File: config.mk
export PLATFORM = sky130hd
export DESIGN_NAME = psf_flow_ctrl
export DESIGN_NICKNAME = d
export VERILOG_FILES = /design/src/logic/psf_pkg.sv /design/src/logic/psf_script_mem.sv /design/src/logic/psf_trig_matrix.sv /design/src/logic/psf_flow_ctrl.sv
export SDC_FILE = /design/constraint.sdc
export NUM_CORES = 2
export LEC_CHECK = 0
export BUFFER_PORTS_ARGS = -buffer_cell sky130_fd_sc_hd__buf_2
export CORE_ASPECT_RATIO = 1.4
export CORE_MARGIN = 2
export CORE_UTILIZATION = 60
export CTS_BUF_LIST = sky130_fd_sc_hd__clkbuf_2
export DETAILED_ROUTE_END_ITERATION = 12
export PLACE_DENSITY = 0.72
export SETUP_SLACK_MARGIN = 0.3
export SLEW_MARGIN = 20
export SYNTH_ARGS = -nofsm -noshare
export SYNTH_HDL_FRONTEND = slang
export SYNTH_HIERARCHICAL = 1
export SYNTH_SLANG_ARGS = --single-unit
export TNS_END_PERCENT = 50
File: constraint.sdc
create_clock -name clk_sys -period 8.5 [get_ports clk_sys]
set_input_delay 2.55 -clock clk_sys [delete_from_list [all_inputs] [get_ports clk_sys]]
set_output_delay 2.55 -clock clk_sys [all_outputs]
set_load 0.05 [all_outputs]
File: src/logic/psf_pkg.sv
/*
  Constants for the script flow-control block: instruction fields, opcodes,
  register offsets and field positions, reset values and timing counts.
  Assumes a 100 MHz system clock and a 32.768 kHz script tick derived from it.
*/
// Summary of operation
// A jump continues fetching at its destination field, optionally repeating a sequence.
// Repeat tally zero branches every time until the host aborts the script.
// Tally 1 to 63 gives tally minus one repetitions, then falls through.
// Destinations 0 to 59 are valid; above 59 the jump does no looping.
// Host must never nest one counted loop inside another.
// Termination stops the script and asserts the active-low interrupt.
// Termination with release bit set disables the output, pin goes high impedance.
// Termination with release bit clear keeps driving the last duty cycle.
// Halting a channel stalled in a trigger wait raises no interrupt.
// A send-only synchronisation takes exactly sixteen script clock cycles.
// A waiting synchronisation takes at least sixteen script clock cycles.
// A waiting synchronisation stalls until all selected triggers pend, then clears them.
// A sent trigger stays latched at the receiver until its wait consumes it.
// Wait mask bits 0, 1, 2 select channels 0, 1, 2 as sources.
// Send mask bits 0, 1, 2 post triggers to channels 0, 1, 2.
// Jump: bits 15..13 are 101, tally 12..7, bit 6 zero, destination 5..0.
// Termination: bits 15..12 are 1100, release flag bit 11, rest zero.
// Synchronisation: bits 15..13 set, wait 12..7, send 6..1, bit 0 zero.
// Every script instruction is one fixed 16-bit word.
// Each channel keeps its own loop counter, reloaded after falling through.
// Pending triggers are stored per ordered sender and receiver pair.
package psf_pkg;

  localparam int NUM_CH   = 3;
  localparam int ADDR_W   = 6;
  localparam int WORD_W   = 16;
  localparam int SCR_DEPTH = 64;

  // Instruction fields
  localparam int OP_HI        = 15;
  localparam int JUMP_OP_LO   = 13;
  localparam int END_OP_LO    = 12;
  localparam int END_REL_BIT  = 11;
  localparam int TALLY_LSB    = 7;
  localparam int JUMP_ZERO_BIT = 6;
  localparam int DEST_LSB     = 0;
  localparam int WAIT_LSB     = 7;
  localparam int POST_LSB     = 1;
  localparam int SYNC_ZERO_BIT = 0;

  localparam logic [2:0]  OP_JUMP        = 3'h5;
  localparam logic [3:0]  OP_END         = 4'hC;
  localparam logic [2:0]  OP_SYNC        = 3'h7;
  localparam logic [5:0]  JUMP_DEST_MAX  = 6'h3B;
  localparam logic [5:0]  TALLY_ONE      = 6'h01;
  localparam logic [10:0] END_ZERO_FIELD = 11'h000;

  // Timing
  localparam int SYS_CLK_HZ     = 100000000;
  localparam int SCRIPT_CLK_HZ  = 32768;
  localparam int SCRIPT_TICK_CYC = SYS_CLK_HZ / SCRIPT_CLK_HZ;
  localparam logic [4:0] SYNC_MIN_TICKS = 5'h10;

  // Register offsets (byte addresses)
  localparam logic [7:0] REG_CTRL   = 8'h00;
  localparam logic [7:0] REG_STATUS = 8'h04;
  localparam logic [7:0] REG_START  = 8'h08;
  localparam logic [7:0] REG_SCRIPT = 8'h0C;
  localparam logic [7:0] REG_TRIG   = 8'h10;

  // Field positions
  localparam int CTRL_START_LSB   = 0;
  localparam int CTRL_STOP_LSB    = 4;
  localparam int STAT_RUN_LSB     = 0;
  localparam int STAT_DONE_LSB    = 8;
  localparam int STAT_WAIT_LSB    = 16;
  localparam int START_STRIDE     = 8;
  localparam int SCR_ADDR_LSB     = 16;
  localparam int SCR_CH_LSB       = 24;
  localparam int TRIG_PEND_LSB    = 0;
  localparam int TRIG_OE_LSB      = 16;

  // Reset values
  localparam logic [23:0] START_RESET = 24'h000000;

  typedef enum logic [2:0] {
    ST_IDLE,
    ST_FETCH,
    ST_EXEC,
    ST_EXT,
    ST_SYNC
  } psf_state_e;

endpackage

File: src/logic/psf_script_mem.sv
/*
  Script command file of one channel: fixed 16-bit words, one write port and
  one read port whose data come out of a register and hold between reads.
  Assumes the writer and reader share clk_sys.
*/
`timescale 1ns/1ps
module psf_script_mem #(
  parameter int W     = 16,
  parameter int DEPTH = 64,
  parameter int AW    = 6
) (
  // Clock and reset
  input  wire logic          clk_sys,
  input  wire logic          rst,
  // Write port
  input  wire logic          we,
  input  wire logic [AW-1:0] waddr,
  input  wire logic [W-1:0]  wdata,
  // Read port
  input  wire logic          re,
  input  wire logic [AW-1:0] raddr,
  output logic      [W-1:0]  rdata
);

  logic [W-1:0] mem [DEPTH];

  always_ff @(posedge clk_sys) begin
    if (we) begin
      mem[waddr] <= wdata;
    end
  end

  always_ff @(posedge clk_sys or posedge rst) begin
    if (rst) begin
      rdata <= '0;
    end else if (re) begin
      rdata <= mem[raddr];
    end
  end

endmodule

File: src/logic/psf_trig_matrix.sv
/*
  Pending-trigger store, one flag per ordered sender and receiver pair.
  Index of a flag is receiver * N + sender. Posting wins over clearing.
  Assumes post and clear are one-cycle pulses on clk_sys.
*/
`timescale 1ns/1ps
module psf_trig_matrix #(
  parameter int N = 3
) (
  // Clock and reset
  input  wire logic           clk_sys,
  input  wire logic           rst,
  // Events
  input  wire logic [N*N-1:0] post,
  input  wire logic [N*N-1:0] clear,
  // State
  output logic      [N*N-1:0] pend
);

  for (genvar k = 0; k < N * N; k++) begin : g_flag
    // latched until consumed
    always_ff @(posedge clk_sys or posedge rst) begin
      if (rst) begin
        pend[k] <= 1'b0;
      end else if (post[k]) begin
        pend[k] <= 1'b1;
      end else if (clear[k]) begin
        pend[k] <= 1'b0;
      end
    end
  end

endmodule

File: src/logic/psf_flow_ctrl.sv
/*
  Flow-control part of a three-channel PWM script engine with an AHB-Lite
  register slave. Each channel fetches 16-bit words from its script file,
  executes jump, termination and synchronisation itself, and hands every
  other word to the ramp/duty logic outside over ext_req / ext_done.
  Assumes a single clk_sys domain; ext_done is a one-cycle pulse.
*/
`timescale 1ns/1ps
module psf_flow_ctrl import psf_pkg::*; #(
  parameter int TICK_CYCLES = SCRIPT_TICK_CYC
) (
  // Clock and reset
  input  wire logic                       clk_sys,
  input  wire logic                       rst,
  // AHB-Lite slave
  input  wire logic                       hsel,
  input  wire logic [31:0]                haddr,
  input  wire logic [1:0]                 htrans,
  input  wire logic                       hwrite,
  input  wire logic [2:0]                 hsize,
  input  wire logic [31:0]                hwdata,
  input  wire logic                       hready,
  output logic                            hreadyout,
  output logic                            hresp,
  output logic      [31:0]                hrdata,
  // Ramp and duty logic
  output logic      [NUM_CH-1:0]          ext_req,
  output logic      [NUM_CH*WORD_W-1:0]   ext_cmd,
  input  wire logic [NUM_CH-1:0]          ext_done,
  // Channel outputs
  output logic      [NUM_CH-1:0]          pwm_oe,
  output logic      [NUM_CH-1:0]          script_run,
  output logic                            irq_n
);

  localparam int TW = $clog2(TICK_CYCLES + 1);
  localparam int NN = NUM_CH * NUM_CH;

  // Bus address phase capture
  logic        ap_wr;
  logic [7:0]  ap_addr;
  logic [23:0] start_reg;
  logic [NUM_CH-1:0] done;
  logic [TW-1:0] tick_cnt;
  logic          tick;

  wire addr_ok = hsel && htrans[1] && hready;
  wire ctrl_wr   = ap_wr && (ap_addr == REG_CTRL);
  wire status_wr = ap_wr && (ap_addr == REG_STATUS);
  wire start_wr  = ap_wr && (ap_addr == REG_START);
  wire script_wr = ap_wr && (ap_addr == REG_SCRIPT);

  wire [NUM_CH-1:0] run_vec;
  wire [NUM_CH-1:0] wait_vec;
  wire [NUM_CH-1:0] oe_vec;
  wire [NUM_CH-1:0] done_set;
  wire [NN-1:0]     post_vec;
  wire [NN-1:0]     clear_vec;
  wire [NN-1:0]     pend_vec;

  wire [31:0] rd_status = {13'h0000, wait_vec, 5'h00, done, 5'h00, run_vec};
  wire [31:0] rd_trig   = {13'h0000, oe_vec, 7'h00, pend_vec};
  wire [31:0] rd_word   =
    (haddr[7:0] == REG_CTRL)   ? {29'h00000000, run_vec} :
    (haddr[7:0] == REG_STATUS) ? rd_status :
    (haddr[7:0] == REG_START)  ? {8'h00, start_reg} :
    (haddr[7:0] == REG_TRIG)   ? rd_trig :
    32'h00000000;

  assign hreadyout = 1'b1;
  assign hresp     = 1'b0;

  always_ff @(posedge clk_sys or posedge rst) begin
    if (rst) begin
      ap_wr   <= 1'b0;
      ap_addr <= 8'h00;
      hrdata  <= 32'h00000000;
    end else begin
      ap_wr <= addr_ok && hwrite;
      if (addr_ok) begin
        ap_addr <= haddr[7:0];
      end
      if (addr_ok && !hwrite) begin
        hrdata <= rd_word;
      end
    end
  end

  always_ff @(posedge clk_sys or posedge rst) begin
    if (rst) begin
      start_reg <= START_RESET;
    end else if (start_wr) begin
      start_reg <= hwdata[23:0];
    end
  end

  // Termination raises the interrupt; set wins over clear
  always_ff @(posedge clk_sys or posedge rst) begin
    if (rst) begin
      done <= '0;
    end else begin
      done <= done_set | (done & ~(status_wr ? hwdata[STAT_DONE_LSB +: NUM_CH] : '0));
    end
  end

  assign irq_n = ~|done;

  // Script clock tick, one cycle per 32.768 kHz period
  assign tick = (tick_cnt == TW'(TICK_CYCLES - 1));

  always_ff @(posedge clk_sys or posedge rst) begin
    if (rst) begin
      tick_cnt <= '0;
    end else begin
      tick_cnt <= tick ? '0 : tick_cnt + TW'(1);
    end
  end

  // Pair-wise trigger store
  psf_trig_matrix #(
    .N (NUM_CH)
  ) u_trig (
    .clk_sys (clk_sys),
    .rst     (rst),
    .post    (post_vec),
    .clear   (clear_vec),
    .pend    (pend_vec)
  );

  assign pwm_oe     = oe_vec;
  assign script_run = run_vec;

  for (genvar i = 0; i < NUM_CH; i++) begin : g_ch
    psf_state_e        state;
    psf_state_e        next_state;
    logic [ADDR_W-1:0] pc;
    logic [ADDR_W-1:0] next_pc;
    logic [ADDR_W-1:0] loop_cnt;
    logic [ADDR_W-1:0] next_loop_cnt;
    logic              loop_act;
    logic              next_loop_act;
    logic              oe;
    logic              next_oe;
    logic [4:0]        hold;
    logic [4:0]        next_hold;
    logic [WORD_W-1:0] instr;

    wire start_i = ctrl_wr && hwdata[CTRL_START_LSB + i];
    wire stop_i  = ctrl_wr && hwdata[CTRL_STOP_LSB + i];
    wire exec    = (state == ST_EXEC);
    wire mem_we  = script_wr && (hwdata[SCR_CH_LSB +: 2] == 2'(i));

    // One fixed word per instruction
    psf_script_mem #(
      .W     (WORD_W),
      .DEPTH (SCR_DEPTH),
      .AW    (ADDR_W)
    ) u_mem (
      .clk_sys (clk_sys),
      .rst     (rst),
      .we      (mem_we),
      .waddr   (hwdata[SCR_ADDR_LSB +: ADDR_W]),
      .wdata   (hwdata[WORD_W-1:0]),
      .re      (state == ST_FETCH),
      .raddr   (pc),
      .rdata   (instr)
    );

    // Jump decode
    wire is_jump = (instr[OP_HI:JUMP_OP_LO] == OP_JUMP) && !instr[JUMP_ZERO_BIT];
    // Termination decode
    wire is_end = (instr[OP_HI:END_OP_LO] == OP_END) && (instr[10:0] == END_ZERO_FIELD);
    // Synchronisation decode
    wire is_sync = (instr[OP_HI:JUMP_OP_LO] == OP_SYNC) && !instr[SYNC_ZERO_BIT];

    wire [5:0] tally = instr[TALLY_LSB +: 6];
    wire [5:0] dest  = instr[DEST_LSB +: 6];
    // Wait sources, low three bits
    wire [NUM_CH-1:0] wait_sel = instr[WAIT_LSB +: NUM_CH];
    wire [NUM_CH-1:0] my_pend  = pend_vec[i*NUM_CH +: NUM_CH];

    // Remaining repetitions of this channel
    wire [5:0] rem = loop_act ? loop_cnt : tally - TALLY_ONE;
    // Out-of-range destination does not loop
    wire dest_ok = (dest <= JUMP_DEST_MAX);
    // Branch when endless or repetitions left
    wire take_jump = dest_ok && ((tally == 6'h00) || (rem != 6'h00));

    // All selected sources pending and hold time over
    wire sync_ok = (state == ST_SYNC) && (hold == 5'h00) && (&(my_pend | ~wait_sel));

    assign clear_vec[i*NUM_CH +: NUM_CH] = sync_ok ? wait_sel : '0;

    // Post to each receiver r from this sender
    for (genvar r = 0; r < NUM_CH; r++) begin : g_post
      assign post_vec[r*NUM_CH + i] = exec && is_sync && instr[POST_LSB + r];
    end

    assign run_vec[i]  = (state != ST_IDLE);
    assign wait_vec[i] = (state == ST_SYNC);
    assign oe_vec[i]   = oe;
    assign ext_req[i]  = (state == ST_EXT);
    assign ext_cmd[i*WORD_W +: WORD_W] = instr;
    // No interrupt when halted during a trigger wait
    assign done_set[i] = (exec && is_end && !stop_i && !start_i) ||
                         (stop_i && (state != ST_IDLE) && (state != ST_SYNC));

    always_comb begin
      next_state    = state;
      next_pc       = pc;
      next_loop_cnt = loop_cnt;
      next_loop_act = loop_act;
      next_oe       = oe;
      next_hold     = hold;
      case (state)
        ST_FETCH: begin
          next_state = ST_EXEC;
        end
        ST_EXEC: begin
          if (is_jump) begin
            next_state = ST_FETCH;
            // Continue at destination
            if (take_jump) begin
              next_pc = dest;
              if (tally != 6'h00) begin
                next_loop_act = 1'b1;
                next_loop_cnt = rem - TALLY_ONE;
              end
            end else begin
              next_pc = pc + 6'h01;
              if (dest_ok) begin
                next_loop_act = 1'b0;
              end
            end
          end else if (is_end) begin
            // Stop the script
            next_state = ST_IDLE;
            // Release or keep the output
            if (instr[END_REL_BIT]) begin
              next_oe = 1'b0;
            end
          end else if (is_sync) begin
            // Sixteen tick minimum
            next_hold  = SYNC_MIN_TICKS;
            next_state = ST_SYNC;
          end else begin
            next_state = ST_EXT;
          end
        end
        ST_EXT: begin
          if (ext_done[i]) begin
            next_pc    = pc + 6'h01;
            next_state = ST_FETCH;
          end
        end
        ST_SYNC: begin
          if (tick && (hold != 5'h00)) begin
            next_hold = hold - 5'h01;
          end
          if (sync_ok) begin
            next_pc    = pc + 6'h01;
            next_state = ST_FETCH;
          end
        end
        default: begin
          next_state = ST_IDLE;
        end
      endcase
      // Host abort ends any loop
      if (stop_i) begin
        next_state = ST_IDLE;
      end
      if (start_i) begin
        next_state    = ST_FETCH;
        next_pc       = start_reg[i*START_STRIDE +: ADDR_W];
        next_loop_act = 1'b0;
        next_loop_cnt = 6'h00;
        next_oe       = 1'b1;
      end
    end

    always_ff @(posedge clk_sys or posedge rst) begin
      if (rst) begin
        state    <= ST_IDLE;
        pc       <= 6'h00;
        loop_cnt <= 6'h00;
        loop_act <= 1'b0;
        oe       <= 1'b0;
        hold     <= 5'h00;
      end else begin
        state    <= next_state;
        pc       <= next_pc;
        loop_cnt <= next_loop_cnt;
        loop_act <= next_loop_act;
        oe       <= next_oe;
        hold     <= next_hold;
      end
    end
  end

endmodule

* After elaboration in Yosys (flattened, before gate mapping)
Memories as Yosys holds them, arrays and structs flattened. A register that Yosys moved wholly into a read port is not among the register bits. Cells that the tools add are included.
Word-level totals: flip-flop bits (word level) 155, RAM bits 3072, output and inout port bits 92, logic and storage cells 435, memories 3
Memories:
- g_ch[0].u_mem.mem | depth 64, width 16, rd ports 1, clocked after memory_dff 1, wr ports 1, RTL line psf_script_mem.sv:25 | logic [W-1:0] mem [DEPTH];
- g_ch[1].u_mem.mem | depth 64, width 16, rd ports 1, clocked after memory_dff 1, wr ports 1, RTL line psf_script_mem.sv:25
- g_ch[2].u_mem.mem | depth 64, width 16, rd ports 1, clocked after memory_dff 1, wr ports 1, RTL line psf_script_mem.sv:25
Cells by class: add/subtract/negate cells 13, $lt $le $gt $ge 3, equality and inequality tests 66, muxes and demuxes 141, bitwise gates (word level) 9, reductions and logical operators 167
Operators by type and width (number):
- $mux W6 | 33
- $mux W3 | 25
- $mux W24 | 3
- $logic_and A1 B1 Y1 | 65
- $mux W5 | 12
- $reduce_bool A2 Y1 | 30
- $mux W1 | 57
- $pmux W6 S3 | 3
- $reduce_and A4 Y1 | 12
- $pmux W3 S4 | 3
- $reduce_bool A6 Y1 | 6
- $sub A6 B1 Y6 const B | 6
- $logic_not A11 Y1 | 3
- $pmux W5 S2 | 3
- $eq A3 B3 Y1 const B | 9
- $eq A8 B4 Y1 const B | 3
- $ne A4 B1 Y1 const B | 6
- $mux W19 | 1
- $add A6 B1 Y6 const B | 3
- $eq A3 B2 Y1 const B | 6
- $le A6 B6 Y1 const B | 3
- $logic_not A6 Y1 | 3
- $ne A2 B2 Y1 const B | 9
- $ne A3 B1 Y1 const B | 6
- 28 further kinds | 89

* Depth between registers and ports, before layout
depth after elaboration 9, gate-level depth with buffers 11

* Hierarchy
The synthesis kept the hierarchy.
By module, submodules not included:
- psf_script_mem at g_ch[1].u_mem ... | times used 2, cells each 1949, area an instance 40024.6 um^2
- psf_script_mem at g_ch[0].u_mem | times used 1, cells each 1958, area an instance 40058.4 um^2
- psf_flow_ctrl | times used 1, cells each 870, area an instance 8035.2 um^2
- psf_trig_matrix | times used 1, cells each 28, area an instance 330.3 um^2

* Worst setup path before layout
No wires, ideal clock.
path type input to register, from input port hwdata[24], to memory g_ch[2].u_mem.mem[48][0], enable pin, setup time 0.409 ns, arrival 4.493 ns, required time 8.091 ns, slack 3.598 ns, cell stages on the path 4, path through nor3b_1 > nor2b_1 > nand4b_1 > nor3_1
Between the ends: word-level cells in the longest chain between the ends 4
RTL lines:
- start, declared | RTL line psf_flow_ctrl.sv:21 | input wire logic [31:0] hwdata,
- $eq A2 B2 Y1 | RTL line psf_flow_ctrl.sv:151 | wire mem_we = script_wr && (hwdata[SCR_CH_LSB +: 2] == 2'(i));
- $logic_and A1 B1 Y1 | RTL line psf_flow_ctrl.sv:151
- $mux W1 | RTL line psf_script_mem.sv:28 | if (we) begin
- $mux W1 (not written as such) | RTL line psf_script_mem.sv:29 | mem[waddr] <= wdata;
- end, declared | RTL line psf_script_mem.sv:25
No other way between the ends.

* Worst setup path after layout
from register done[0], to output port irq_n
Between the ends: word-level cells in the longest chain between the ends 2
RTL lines:
- start, declared | RTL line psf_flow_ctrl.sv:43 | logic [NUM_CH-1:0] done;
- start signal, assigned | RTL line psf_flow_ctrl.sv:102 | done <= done_set | (done & ~(status_wr ? hwdata[STAT_DONE_LSB +: NUM_CH] : '0));
- $reduce_or A3 Y1 | RTL line psf_flow_ctrl.sv:106 | assign irq_n = ~|done;
- $logic_not A1 Y1 | RTL line psf_flow_ctrl.sv:106
- end, declared | RTL line psf_flow_ctrl.sv:33 | output logic irq_n
No other way between the ends.

==> parameters.txt <==
Parameter                              Value

Run status
  Run status    completed

Power
  Overall power consumption    0.0387 W
  Proportion of power drawn by the clock network    roughly 25%
  Switching part of the total power    between 30% and 40%
  Leakage power summed over all cells    between 40 and 50 nW
  Net switching component of the power    0.0130 W
  Part of the total power dissipated in combinational logic    27.2%
  Worst ir drop on vdd    about 0.27 mV
  Ratio of total power to cell area    between 200 and 300 mW/mm^2
  Sequential cell fraction of total power    48.2%
  Internal power contribution    0.0256 W

Synthesis
  Async set-reset flop share out of synthesis    between 5 and 6%
  Post-synth EDFFs    a little over 3k
  Sequential element share of the synthesized area    75.6%
  Cell type with the highest aggregate area in the netlist    sky130_fd_sc_hd__edfxtp_1
  Most frequent cell after synthesis    sky130_fd_sc_hd__edfxtp_1
  Register bit total from synthesis    about 3.3k
  Area share of the largest cell type after synthesis    a little under three quarters
  Post-synthesis cell type count    just over 80
  Cell area after synthesis    0.128 mm^2
  Dominant cells by area after synthesis    sky130_fd_sc_hd__edfxtp_1, sky130_fd_sc_hd__mux4_2, sky130_fd_sc_hd__mux2i_1, sky130_fd_sc_hd__dfrtp_1, sky130_fd_sc_hd__nor2_1
  Number of warnings printed during yosys synthesis    6
  Number of instances in the synthesized netlist    6754
  Mean Syn Cell Area    roughly 19 um^2
  Most numerous cell types in the synthesized netlist    sky130_fd_sc_hd__edfxtp_1, sky130_fd_sc_hd__mux2i_1, sky130_fd_sc_hd__mux4_2
  Most used flip-flop cell after synthesis    sky130_fd_sc_hd__edfxtp_1

Min path
  Critical hold path startpoint    hrdata[22]
  Worst hold path type    reg2reg

Setup path
  Startpoint types    flop
  Startpoint of the worst-slack reg-to-reg timing path    ap_addr[0]
  Number of buffer and inverter stages on the critical path    1
  CP cell instances    nor3_1 -> buf_2
  Maximum cell stage delay along the critical path    between 0.7 and 0.8 ns
  Worst EP required    approximately 6.0 ns
  Beginning of the critical path    done[0]
  Master of the slowest instance on the critical path    sky130_fd_sc_hd__nor3_1
  Class of the most critical setup path    reg2out
  Largest fanout of any net on the critical path    3
  Minimum setup slack among reg-to-reg paths    3.78 ns
  CP Data Arrival Time    ~3.4 ns
  Family with the most delay on the worst path    simple AND/OR/NAND/NOR gates
  CP Capture Type    output port

Clock tree
  Clock Path Buffers    4
  Post-CTS Setup Repair Bufs    0
  CTS root buf    sky130_fd_sc_hd__clkbuf_2
  CTS H-Tree Depth    6
  Total clock buffers created by CTS    between 700 and 800
  Number of hold buffers added after CTS    0
  Clk Latency, worst-skew pair    around 1.8 ns
  TritonCTS clock tree    done
  Post-CTS resize count    0
  Number of clock sinks seen by CTS    between 3k and 4k
  Clock input transition at the sequential cells of the worst setup and hold paths    between 0.1 and 0.15 ns

Layout
  Layout cells sized above 1    around 27%
  Syn-to-layout area delta    8.77%
  Count of non-filler cells in the finished layout    around 11k
  Number of nets in the layout    7615
  Largest registers    g_ch.u_mem/mem: 3072 flops, g_ch.u_mem/rdata: 48 flops
  Largest register FFs    between 3k and 4k
  Largest register by flop count    g_ch.u_mem/mem

GRT
  Vias in the first global route    between 60k and 70k
  Total routing resource utilization after global routing    between 20% and 30%
  First-pass GRT wire length    roughly 460 mm
  Number of antenna violations at the first check in global routing    13
  Pin count of the biggest net entering global routing    126
  Final global-route overflow total    0

STA
  Setup TNS after final layout    0 ns
  Worst slew margin relative to its limit    21.1%
  Upper clock frequency limit    approximately 170 MHz
  Minimum period implied by the final worst setup slack    roughly 6 ns
  Final count of negative-setup-slack endpoints    0
  Final Hold Violating Endpoints    0
  Worst-Margin Slew    roughly 1.2 ns
  Worst setup skew after layout    around 0.15 ns
  Post-route fraction of the period consumed by the critical path    between 60 and 70%
  Final count of pins violating max slew    0
  RSZ-0062 raised after global routing    no
  Worst hold slack after final layout    0.488 ns

Placed design
  Number of buffers added on ports    124
  Half-perimeter wire length after detailed placement    ~190 mm
  Placer Congestion    about 0.94
  Cell count after placement    ~9.6k

Route
  Post-DR vias/cell    around 6.3
  Total number of vias    69.1k
  Remaining routing DRC violations    0
  Routed WL per cell    between 20 and 30 um
  Number of detailed-route iterations in the first pass    6
  Total routed wirelength    around 320 mm
  Count of nets left with antenna violations after detail routing    0
  Initial DRC Count    roughly 8k

Floorplan
  I/O pin count    169
  Die area    0.218 mm^2
  Placeable core area    between 0.2 and 0.25 mm^2
  Starting density of the core    between 60% and 70%
  Height of the chip    around 550 um
  Placement Rows    between 200 and 250
  X dimension of the die    between 300 and 400 um

Run
  # Max-Cap Violations    0
[layer usage]
layer	track usage, %	wire length [um]	up-vias
met5	0	108	-
li1	-	-	29539
met4	13.0	13900	14
met3	6.77	31600	660
met1	38.4	118000	35382
met2	46.5	155000	3546
[power by group through the flow]
stage | clock, W | sequential [W] | combinational (W)
3_5_place_dp | 0 | 0.0189 | 0.0104
3_3_place_gp | 0 | 0.0189 | 0.0103
6_report | 0.00953 | 0.0186 | 0.0105
4_1_cts | 0.00978 | 0.0186 | 0.0104
2_1_floorplan | 0 | 0.0186 | 0.00732
5_1_grt | 0.0105 | 0.0186 | 0.0110
[cell usage in the layout (no fill, tap or decap), drive strengths merged, types with 24 or more instances in the layout]
master	count
edfxtp	3072
nand2	166
clkbuf	1081
nand2b	31
and4	28
mux2i	609
o21ai	94
mux4	495
nor3	30
nand3	77
a31oi	25
and2	24
nor4	34
o22ai	217
a21oi	160
nor2b	43
buf	396
inv	67
xnor2	26
nor2	401
a221oi	27
mux2	76
dfrtp	195
a22oi	193
clkinv	184
a21o	30
[layout make-up]
class | count | area (um^2)
diodes | 10 | 25.0
clock buffers | 1071 | 5360
clock inverters | 221 | 1200
fillers | 14573 | 73800
inverters | 45 | 174
multi-input cells | 3074 | 29300
flip-flops and latches | 3267 | 97200
well taps | 2842 | 3560
repair buffers | 406 | 3000
[metrics by stage]
step / cell area [um^2] / utilization, % / setup WS (ns)
5_1_grt: 140000 / 65.4 / 2.53
2_1_floorplan: 129000 / - / 2.25
6_report: 140000 / 65.4 / 2.60
4_1_cts: 140000 / 65.4 / 2.52
3_3_place_gp: 133000 / 62.3 / 2.99
3_5_place_dp: 133000 / 62.3 / 2.93
[tightest hold or removal path, stage by stage, from the launching register on]
cell and delay (ns):
sky130_fd_sc_hd__dfrtp_1 0.36, sky130_fd_sc_hd__nand2_1 0.04, sky130_fd_sc_hd__o21ai_0 0.06
[logic make-up after synthesis]
logic type	after synthesis	synth area share, %
compound gates	856	4.40
buf+inv	421	1.69
other cells	2	0.00585
xor+xnor	47	0.320
flops	3267	75.6
fa+ha+maj	16	0.156
simple gates	965	3.73
mux	1180	14.1
[final timing paths]
kind,endpoint,cells past startpoint
setup / recovery,irq_n,2
hold / removal,hrdata[22],2
setup reg to reg,g_ch[1].u_mem/mem[27][6],6
hold reg to reg,hrdata[22],2
max in group asynchronous,g_ch[0].pc[2],3
min in group asynchronous,u_trig/pend[6],2
(Power assumes the default switching activity.)
